--- config.mk ---
export PLATFORM = sky130hd
export DESIGN_NAME = pcc_pll_config
export DESIGN_NICKNAME = d
export VERILOG_FILES = /design/src/design/pcc_pll_config.v /design/src/design/pcc_sync2.v /design/src/design/pcc_wait_timer.v
export VERILOG_INCLUDE_DIRS = /design/src /design/src/design
export SDC_FILE = /design/constraint.sdc
export NUM_CORES = 1
export LEC_CHECK = 0
export BUFFER_PORTS_ARGS = -buffer_cell sky130_fd_sc_hd__buf_2
export CAP_MARGIN = 25
export CORE_UTILIZATION = 55
export DETAILED_ROUTE_END_ITERATION = 10
export GPL_ROUTABILITY_DRIVEN = 0
export PLACE_DENSITY = 0.83
export REMOVE_ABC_BUFFERS = 1
export SLEW_MARGIN = 25
export SYNTH_ARGS = -nofsm -noshare
export SYNTH_HDL_FRONTEND = slang
export SYNTH_SLANG_ARGS = --single-unit
--- constraint.sdc ---
create_clock -name clk -period 4.2 [get_ports clk]
set_input_delay 0.84 -clock clk [delete_from_list [all_inputs] [get_ports clk]]
set_output_delay 0.84 -clock clk [all_outputs]
set_load 0.02 [all_outputs]
--- src/design/pcc_consts.vh ---
`ifndef PCC_CONSTS_VH
`define PCC_CONSTS_VH

// ----------------------------------------------------------------------------
// Register map
// ----------------------------------------------------------------------------
`define PCC_ADDR_W             32
`define PCC_PLL_CONFIG_ADDR    32'hA0900188

// ----------------------------------------------------------------------------
// Field positions
// ----------------------------------------------------------------------------
`define PCC_STAT_BYPASS_BIT    25
`define PCC_STAT_DIV_HI        24
`define PCC_STAT_DIV_LO        23
`define PCC_STAT_PUMP_HI       22
`define PCC_STAT_PUMP_LO       21
`define PCC_STAT_MULT_HI       20
`define PCC_STAT_MULT_LO       16
`define PCC_TRIGGER_BIT        15
`define PCC_SEL_BYPASS_BIT     9
`define PCC_SEL_DIV_HI         8
`define PCC_SEL_DIV_LO         7
`define PCC_SEL_PUMP_HI        6
`define PCC_SEL_PUMP_LO        5
`define PCC_SEL_MULT_HI        4
`define PCC_SEL_MULT_LO        0

// ----------------------------------------------------------------------------
// Reset values
// ----------------------------------------------------------------------------
`define PCC_RST_BYPASS         1'h0
`define PCC_RST_DIV            2'h0
`define PCC_RST_PUMP           2'h3
`define PCC_RST_MULT           5'h1A

// ----------------------------------------------------------------------------
// Timing
// ----------------------------------------------------------------------------
`define PCC_CLK_PERIOD_NS      10
`define PCC_CHANGE_TIME_NS     4000000
`define PCC_CHANGE_CYCLES      (`PCC_CHANGE_TIME_NS / `PCC_CLK_PERIOD_NS)
`define PCC_SETTLE_CYCLES      16
`define PCC_CNT_W              20

`endif

--- src/design/pcc_pll_config.v ---
// Summary of operation
// - Writing one to trigger while no change runs applies the bypass, divider, pump, multiplier settings written with it.
// - After a triggered change without bypass the system stays in reset until lock and settling.
// - With bypass selected the change and its reset happen at once.
// - Without bypass the change and its reset take 4 ms.
// - Bypass select: zero runs the PLL, one uses the reference clock; resets zero.
// - Divider select codes 0..3 divide by 1, 2, 4, 8; resets zero.
// - Bypass state shows the strap at power-up, later the applied value.
// - Divider state shows the two strap inputs, later the applied value.
// - Pump current state shows the strap setting, later the applied value.
// - Multiplier state shows five strap inputs, later the applied value.
`include "pcc_consts.vh"

module pcc_pll_config #(
    parameter CHANGE_CYCLES = `PCC_CHANGE_CYCLES
) (
    // Clock and reset
    input  wire                   clk,
    input  wire                   resetn,
    // APB slave
    input  wire                   psel,
    input  wire                   penable,
    input  wire                   pwrite,
    input  wire [`PCC_ADDR_W-1:0] paddr,
    input  wire [31:0]            pwdata,
    output reg  [31:0]            prdata,
    output reg                    pready,
    output reg                    pslverr,
    // Strap pins, sampled after reset release
    input  wire                   strap_bypass,
    input  wire [1:0]             strap_divider,
    input  wire [1:0]             strap_pump,
    input  wire [4:0]             strap_multiplier,
    // PLL control and status
    input  wire                   pll_lock,
    output reg                    pll_bypass,
    output reg  [1:0]             pll_divider,
    output reg  [1:0]             pll_pump_current,
    output reg  [4:0]             pll_multiplier,
    output reg                    system_reset_n
);

    // ------------------------------------------------------------------------
    // Sequencer states
    // ------------------------------------------------------------------------
    // ST_STRAP keeps the system in reset until the strap levels are captured.
    localparam [2:0] ST_STRAP  = 3'h0;
    localparam [2:0] ST_IDLE   = 3'h1;
    localparam [2:0] ST_WAIT   = 3'h2;
    localparam [2:0] ST_LOCK   = 3'h3;
    localparam [2:0] ST_SETTLE = 3'h4;
    localparam [2:0] ST_BYPASS = 3'h5;

    // ------------------------------------------------------------------------
    // Input synchronisers
    // ------------------------------------------------------------------------
    // The straps are quasi-static levels captured once, well after they have
    // settled, so one multi-bit synchroniser is safe for them.
    wire [9:0] strap_sync;
    wire       lock_sync;

    pcc_sync2 #(.W(10)) u_strap_sync (
        .clk    (clk),
        .resetn (resetn),
        .d      ({strap_bypass, strap_divider, strap_pump, strap_multiplier}),
        .q      (strap_sync)
    );

    pcc_sync2 #(.W(1)) u_lock_sync (
        .clk    (clk),
        .resetn (resetn),
        .d      (pll_lock),
        .q      (lock_sync)
    );

    // ------------------------------------------------------------------------
    // Registers
    // ------------------------------------------------------------------------
    reg        bypass_select_reg;
    reg [1:0]  output_divider_select_reg;
    reg [1:0]  pump_current_select_reg;
    reg [4:0]  multiplier_select_reg;
    reg        bypass_state_reg;
    reg [1:0]  divider_state_reg;
    reg [1:0]  pump_current_state_reg;
    reg [4:0]  multiplier_state_reg;
    reg [2:0]  state_reg;
    reg [1:0]  strap_cnt_reg;
    reg [4:0]  settle_cnt_reg;
    reg        timer_start_reg;
    wire       timer_done;
    wire       addr_hit;
    wire       wr_access;
    wire       wr_hit;
    wire       apply_change_trigger;

    // ------------------------------------------------------------------------
    // Access decode
    // ------------------------------------------------------------------------
    // A write lands only in the access cycle, in which pready is high, so a
    // setup cycle alone never changes a register.
    assign addr_hit             = (paddr == `PCC_PLL_CONFIG_ADDR);
    assign wr_access            = psel && penable && pwrite && pready;
    assign wr_hit               = wr_access && addr_hit;
    // A trigger that arrives while a change is still running is dropped, so
    // sequences never overlap and each accepted write starts exactly one.
    assign apply_change_trigger = wr_hit && pwdata[`PCC_TRIGGER_BIT]
                                  && (state_reg == ST_IDLE);

    pcc_wait_timer #(.CHANGE_CYCLES(CHANGE_CYCLES)) u_wait_timer (
        .clk    (clk),
        .resetn (resetn),
        .start  (timer_start_reg),
        .done   (timer_done)
    );

    // ------------------------------------------------------------------------
    // APB slave: zero wait states, error on an unmapped address
    // ------------------------------------------------------------------------
    // Read data is taken in the setup cycle so that it stands settled for the
    // whole access cycle; outside it prdata reads as zero.
    always @(posedge clk or negedge resetn)
    begin
        if (!resetn)
        begin
            pready  <= 1'b0;
            pslverr <= 1'b0;
            prdata  <= 32'h00000000;
        end
        else
        begin
            pready  <= psel && !penable;
            pslverr <= psel && !penable && !addr_hit;
            prdata  <= 32'h00000000;
            if (psel && !penable && !pwrite && addr_hit)
            begin
                // The trigger bit and reserved bits read as zero.
                prdata[`PCC_STAT_BYPASS_BIT]                   <= bypass_state_reg;
                prdata[`PCC_STAT_DIV_HI:`PCC_STAT_DIV_LO]      <= divider_state_reg;
                prdata[`PCC_STAT_PUMP_HI:`PCC_STAT_PUMP_LO]    <= pump_current_state_reg;
                prdata[`PCC_STAT_MULT_HI:`PCC_STAT_MULT_LO]    <= multiplier_state_reg;
                prdata[`PCC_SEL_BYPASS_BIT]                    <= bypass_select_reg;
                prdata[`PCC_SEL_DIV_HI:`PCC_SEL_DIV_LO]        <= output_divider_select_reg;
                prdata[`PCC_SEL_PUMP_HI:`PCC_SEL_PUMP_LO]      <= pump_current_select_reg;
                prdata[`PCC_SEL_MULT_HI:`PCC_SEL_MULT_LO]      <= multiplier_select_reg;
            end
        end
    end

    // ------------------------------------------------------------------------
    // Software settings
    // ------------------------------------------------------------------------
    // Selects are written on every mapped write, even while a change runs;
    // the PLL only takes the fields written together with an accepted trigger.
    always @(posedge clk or negedge resetn)
    begin
        if (!resetn)
        begin
            bypass_select_reg         <= `PCC_RST_BYPASS;
            output_divider_select_reg <= `PCC_RST_DIV;
            pump_current_select_reg   <= `PCC_RST_PUMP;
            multiplier_select_reg     <= `PCC_RST_MULT;
        end
        else if (wr_hit)
        begin
            bypass_select_reg         <= pwdata[`PCC_SEL_BYPASS_BIT];
            output_divider_select_reg <= pwdata[`PCC_SEL_DIV_HI:`PCC_SEL_DIV_LO];
            pump_current_select_reg   <= pwdata[`PCC_SEL_PUMP_HI:`PCC_SEL_PUMP_LO];
            multiplier_select_reg     <= pwdata[`PCC_SEL_MULT_HI:`PCC_SEL_MULT_LO];
        end
    end

    // ------------------------------------------------------------------------
    // Change sequencer
    // ------------------------------------------------------------------------
    // Settings written together with the trigger are applied, since the
    // trigger acts on the word being written.
    always @(posedge clk or negedge resetn)
    begin
        if (!resetn)
        begin
            state_reg              <= ST_STRAP;
            strap_cnt_reg          <= 2'h0;
            settle_cnt_reg         <= 5'h00;
            timer_start_reg        <= 1'b0;
            bypass_state_reg       <= `PCC_RST_BYPASS;
            divider_state_reg      <= `PCC_RST_DIV;
            pump_current_state_reg <= `PCC_RST_PUMP;
            multiplier_state_reg   <= `PCC_RST_MULT;
            system_reset_n         <= 1'b0;
        end
        else
        begin
            timer_start_reg <= 1'b0;
            case (state_reg)
                ST_STRAP:
                begin
                    // Straps need two edges to pass the synchroniser.
                    strap_cnt_reg <= strap_cnt_reg + 2'h1;
                    if (strap_cnt_reg == 2'h2)
                    begin
                        bypass_state_reg       <= strap_sync[9];
                        divider_state_reg      <= strap_sync[8:7];
                        pump_current_state_reg <= strap_sync[6:5];
                        multiplier_state_reg   <= strap_sync[4:0];
                        system_reset_n         <= 1'b1;
                        state_reg              <= ST_IDLE;
                    end
                end
                ST_IDLE:
                begin
                    if (apply_change_trigger)
                    begin
                        bypass_state_reg       <= pwdata[`PCC_SEL_BYPASS_BIT];
                        divider_state_reg      <= pwdata[`PCC_SEL_DIV_HI:`PCC_SEL_DIV_LO];
                        pump_current_state_reg <= pwdata[`PCC_SEL_PUMP_HI:`PCC_SEL_PUMP_LO];
                        multiplier_state_reg   <= pwdata[`PCC_SEL_MULT_HI:`PCC_SEL_MULT_LO];
                        system_reset_n         <= 1'b0;
                        if (pwdata[`PCC_SEL_BYPASS_BIT])
                        begin
                            state_reg <= ST_BYPASS;
                        end
                        else
                        begin
                            timer_start_reg <= 1'b1;
                            state_reg       <= ST_WAIT;
                        end
                    end
                end
                ST_BYPASS:
                begin
                    // One-cycle reset pulse, no wait for lock.
                    system_reset_n <= 1'b1;
                    state_reg      <= ST_IDLE;
                end
                ST_WAIT:
                begin
                    // The full change time passes before lock is looked at, since
                    // the PLL may still report the old lock while it relocks.
                    if (timer_done)
                    begin
                        state_reg <= ST_LOCK;
                    end
                end
                ST_LOCK:
                begin
                    // Lock is trusted only after the synchroniser; the settle count
                    // restarts here on every entry, so settling is always continuous.
                    settle_cnt_reg <= 5'h00;
                    if (lock_sync)
                    begin
                        state_reg <= ST_SETTLE;
                    end
                end
                ST_SETTLE:
                begin
                    // Loss of lock while settling restarts the lock wait.
                    if (!lock_sync)
                    begin
                        state_reg <= ST_LOCK;
                    end
                    else if (settle_cnt_reg == `PCC_SETTLE_CYCLES - 1)
                    begin
                        system_reset_n <= 1'b1;
                        state_reg      <= ST_IDLE;
                    end
                    else
                    begin
                        settle_cnt_reg <= settle_cnt_reg + 5'h01;
                    end
                end
                default:
                begin
                    state_reg <= ST_IDLE;
                end
            endcase
        end
    end

    // ------------------------------------------------------------------------
    // PLL drive follows the active settings
    // ------------------------------------------------------------------------
    // Registered copies of the status fields, one cycle behind them, so that
    // every pin towards the PLL comes straight from a flip-flop.
    always @(posedge clk or negedge resetn)
    begin
        if (!resetn)
        begin
            pll_bypass       <= `PCC_RST_BYPASS;
            pll_divider      <= `PCC_RST_DIV;
            pll_pump_current <= `PCC_RST_PUMP;
            pll_multiplier   <= `PCC_RST_MULT;
        end
        else
        begin
            pll_bypass       <= bypass_state_reg;
            pll_divider      <= divider_state_reg;
            pll_pump_current <= pump_current_state_reg;
            pll_multiplier   <= multiplier_state_reg;
        end
    end

endmodule

--- src/design/pcc_sync2.v ---
module pcc_sync2 #(
    parameter W = 1
) (
    // Clock and reset
    input  wire         clk,
    input  wire         resetn,
    // Data
    input  wire [W-1:0] d,
    output reg  [W-1:0] q
);

    reg [W-1:0] meta_reg;

    always @(posedge clk or negedge resetn)
    begin
        if (!resetn)
        begin
            meta_reg <= {W{1'b0}};
            q        <= {W{1'b0}};
        end
        else
        begin
            meta_reg <= d;
            q        <= meta_reg;
        end
    end

endmodule

--- src/design/pcc_wait_timer.v ---
`include "pcc_consts.vh"

module pcc_wait_timer #(
    parameter CHANGE_CYCLES = `PCC_CHANGE_CYCLES
) (
    // Clock and reset
    input  wire clk,
    input  wire resetn,
    // Control
    input  wire start,
    output reg  done
);

    // ------------------------------------------------------------------------
    // Down counter; done is a one-cycle pulse when the count runs out.
    // ------------------------------------------------------------------------
    reg [`PCC_CNT_W-1:0] cnt_reg;
    reg                  run_reg;

    always @(posedge clk or negedge resetn)
    begin
        if (!resetn)
        begin
            cnt_reg <= {`PCC_CNT_W{1'b0}};
            run_reg <= 1'b0;
            done    <= 1'b0;
        end
        else
        begin
            done <= 1'b0;
            if (start)
            begin
                cnt_reg <= CHANGE_CYCLES[`PCC_CNT_W-1:0] - 1'b1;
                run_reg <= 1'b1;
            end
            else if (run_reg)
            begin
                if (cnt_reg == {`PCC_CNT_W{1'b0}})
                begin
                    run_reg <= 1'b0;
                    done    <= 1'b1;
                end
                else
                begin
                    cnt_reg <= cnt_reg - 1'b1;
                end
            end
        end
    end

endmodule

==> flow_summary.yaml <==
power:
  clkPwrFrac: 0.283
  power_density_mw_per_mm2: 407
  vdd_drop_max_mv: 0.255
  pwr-share-comb: 0.149
  p_int_mw: 1.52
  total_power_mw: 2.13
  p_leak_nw: 2.61
  p_seq_frac: 0.568
  p_sw_frac: 0.285
  power.switching_mw: 0.606
job:
  drv_cap: 0
timing:
  max_freq_mhz: 410
  setup_viol: 0
  finalMaxSlewViolations: 0
  tns_ns: 0
  tightestPinTransition_ns: 0.807
  holdWs_ns: 0.350
  finClkSkew_ns: 0.0118
  min_period_ns: 2.44
  maxSlewHeadroom: 0.462
  fin_crit_sh: 0.581
  hold_viol_final: 0
  grt_setup_unrepaired: "false"
min_path:
  whs_endpoint: "u_strap_sync.q[3]"
  min-delay-start: "u_strap_sync.meta_reg[3]"
  min-delay-path-class: "reg -> reg"
  hold_depth: 0
global_routing:
  grt_max_degree: 86
  track_usage: 0.212
  antenna_found_initial: 0
  grt_pass1_wl_um: 13800
  grt_pass1_vias: 3037
  grt_overflow_total: 0
clock_tree:
  clockRootBuffer: "clkbuf_8"
  hold_buffers: 0
  cts_tree: "built"
  clk_transition_reported_paths_ns: 0.10
  clkLatencyLatePin_ns: 0.38
  cts_buffers: 9
  clkSinkCount: 108
  htree_levels: 3
  cts_resized: 0
  clockBufferDepth: 2
  cts_setup_buffers: 0
cells_and_area:
  drive_gt1_frac: 0.369
  fill_cells: 590
  multi_input_area_mm2: 0.00167
  num-nets-final: 538
  antenna_cells: 0
  area_delta_synth_final_pct: 15.5
  final-seq-area_mm2: 0.00272
floorplan:
  start_util: 0.576
  ios: 125
  fp.dieW_um: 92.7
  die_y_um: 92.7
  num_rows: 32
  core_area_mm2: 0.00785
  dieArea_mm2: 0.00859
route:
  wl_um: 8280
  wl_per_cell_um: 14.8
  via_per_inst: 5.28
  drc_errors: 0
  drt_first_iter_violations: 104
  vias: 2958
  ant_nets: 0
  dr.pass1.iters: 4
synth:
  postSynthCellCount: 361
  synth_area_mm2: 0.00452
  ys_dominant_reg_cell: "dfrtp_1"
  yosysWarnings: 0
  synth.distinct_cells: 52
  synth_edf_count: 0
  yosysSeqAreaShare: 0.602
  synth-seq-cells: 108
  syn_avg_cell_area_um2: 12.5
  synthArstFlopShare: 1.00
worst_setup_path:
  critPathMaxFanout: 12
  critPathCaptureType: "flop"
  r2r_cells: 5
  worstPathArrival_ns: 2.70
  critPathRequiredTime_ns: 4.46
  critPathKind: "reg -> reg"
  r2r_end: "u_wait_timer.cnt_reg[6]"
  reg2reg_from: "u_wait_timer.cnt_reg[9]"
  startpoint_type: "flop"
  r2r_slack_ns: 1.76
placement:
  dpl.hpwl_um: 5810
  numPortBuffers: 91
status:
  status: "finished, final reports clean"
worst max path at each step:
stage | end | slack (ns) | startpoint
after global routing | u_wait_timer.cnt_reg[6] | 1.62 | u_wait_timer.cnt_reg[9]
after CTS | u_wait_timer.cnt_reg[6] | 1.78 | u_wait_timer.cnt_reg[9]
after floorplan | bypass_state_reg | 1.51 | paddr[26]
after global placement | prdata[6] | 1.57 | paddr[9]
final | u_wait_timer.cnt_reg[6] | 1.76 | u_wait_timer.cnt_reg[9]
after detailed placement | prdata[16] | 1.45 | paddr[9]
power by group through the flow:
stage | clock network, mW | registers (mW) | logic, mW
after floorplan | 0 | 1.28 | 0.123
after global placement | 0 | 1.22 | 0.306
after detailed placement | 0 | 1.23 | 0.318
after CTS | 0.620 | 1.21 | 0.320
after global routing | 0.653 | 1.22 | 0.346
final | 0.601 | 1.21 | 0.318
per-layer routing:
layer / vias to the layer above / part of all wire / global-route usage / routed length [um]
li1: 1417 / - / - / -
met2: 75 / 0.52 / 0.367 / 4320
met5: - / 0 / 0 / 0
met1: 1450 / 0.42 / 0.257 / 3440
met4: 0 / 0.018 / 0.0795 / 152
met3: 16 / 0.043 / 0.0525 / 360
through the flow:
step	cells	area, um2	setup slack (ns)	utilization
4_1_cts	560	5220	1.78	0.665
3_5_place_dp	544	5030	1.45	0.640
2_1_floorplan	348	4420	1.51	-
5_1_grt	560	5220	1.62	0.666
3_3_place_gp	544	5030	1.57	0.640
6_report	560	5220	1.76	0.666
cell type report:
| cell class | count | area share |
|---|---|---|
| clock inverter | 7 | 0.0134 |
| multi-input combinational | 232 | 0.319 |
| sequential | 108 | 0.521 |
| inverter | 8 | 0.00575 |
| clock buffer | 9 | 0.0237 |
| timing repair buffer | 94 | 0.0927 |
| tap | 102 | 0.0244 |
synth_stat cells (3+ instances only):
cell,number,share of area
dfrtp_1,93,0.51
nor2b_1,5,0.0069
nand3_1,11,0.012
inv_1,8,0.0066
nand4_1,7,0.0097
xor2_1,3,0.0058
nor2_1,26,0.022
nand2_1,9,0.0075
nor3b_1,3,0.0050
ha_1,5,0.014
and2_1,22,0.030
or3_1,4,0.0055
dfstp_2,15,0.087
and4b_1,3,0.0066
nor4_1,3,0.0042
nor3_1,7,0.0077
a21oi_1,10,0.011
buf_4,12,0.020
nor4b_1,7,0.014
mux2_2,30,0.075
a211oi_1,4,0.0066
and3_1,6,0.0083
nand2b_1,6,0.0083
o21ai_0,5,0.0055
xnor2_1,11,0.021
clkbuf_1,9,0.0075
mux2i_1,4,0.0089
critical path: stages, from the launching register on:
cell and delay, ns:
dfrtp_1 0.46, or4_4 0.60, nor4_4 0.59, a21oi_1 0.27
a211oi_1 0.32, a31oi_1 0.07
kinds of logic after synthesis:
family | after synthesis | share of synthesized area
AOI/OAI and AO/OA | 31 | 0.0498
xor gates and xnor gates | 14 | 0.0271
adders and majority gates | 5 | 0.0138
buffers and inverters | 32 | 0.0387
DFF | 108 | 0.602
muxes | 34 | 0.0836
other | 1 | 0.000829
and+or+nand+nor | 136 | 0.184
layout by cell type (no fill, tap or decap), drive strengths merged, types with 3 or more instances in the layout:
cell type / synthesis / final
a211oi: 4 / 4
a21oi: 10 / 10
a31oi: 3 / 3
and2: 22 / 22
and3: 6 / 6
and4b: 3 / 3
buf: 15 / 94
clkbuf: 9 / 9
clkinv: 0 / 4
conb: 1 / 12
dfrtp: 93 / 93
dfstp: 15 / 15
ha: 5 / 5
inv: 8 / 11
mux2: 30 / 30
mux2i: 4 / 4
nand2: 10 / 10
nand2b: 6 / 6
nand3: 11 / 11
nand4: 7 / 7
nor2: 26 / 26
nor2b: 5 / 5
nor3: 9 / 9
nor3b: 5 / 5
nor4: 4 / 4
nor4b: 7 / 7
o21ai: 5 / 5
or2: 3 / 3
or3: 4 / 4
xnor2: 11 / 11
xor2: 3 / 3
Power figures use the tool's default switching activity.
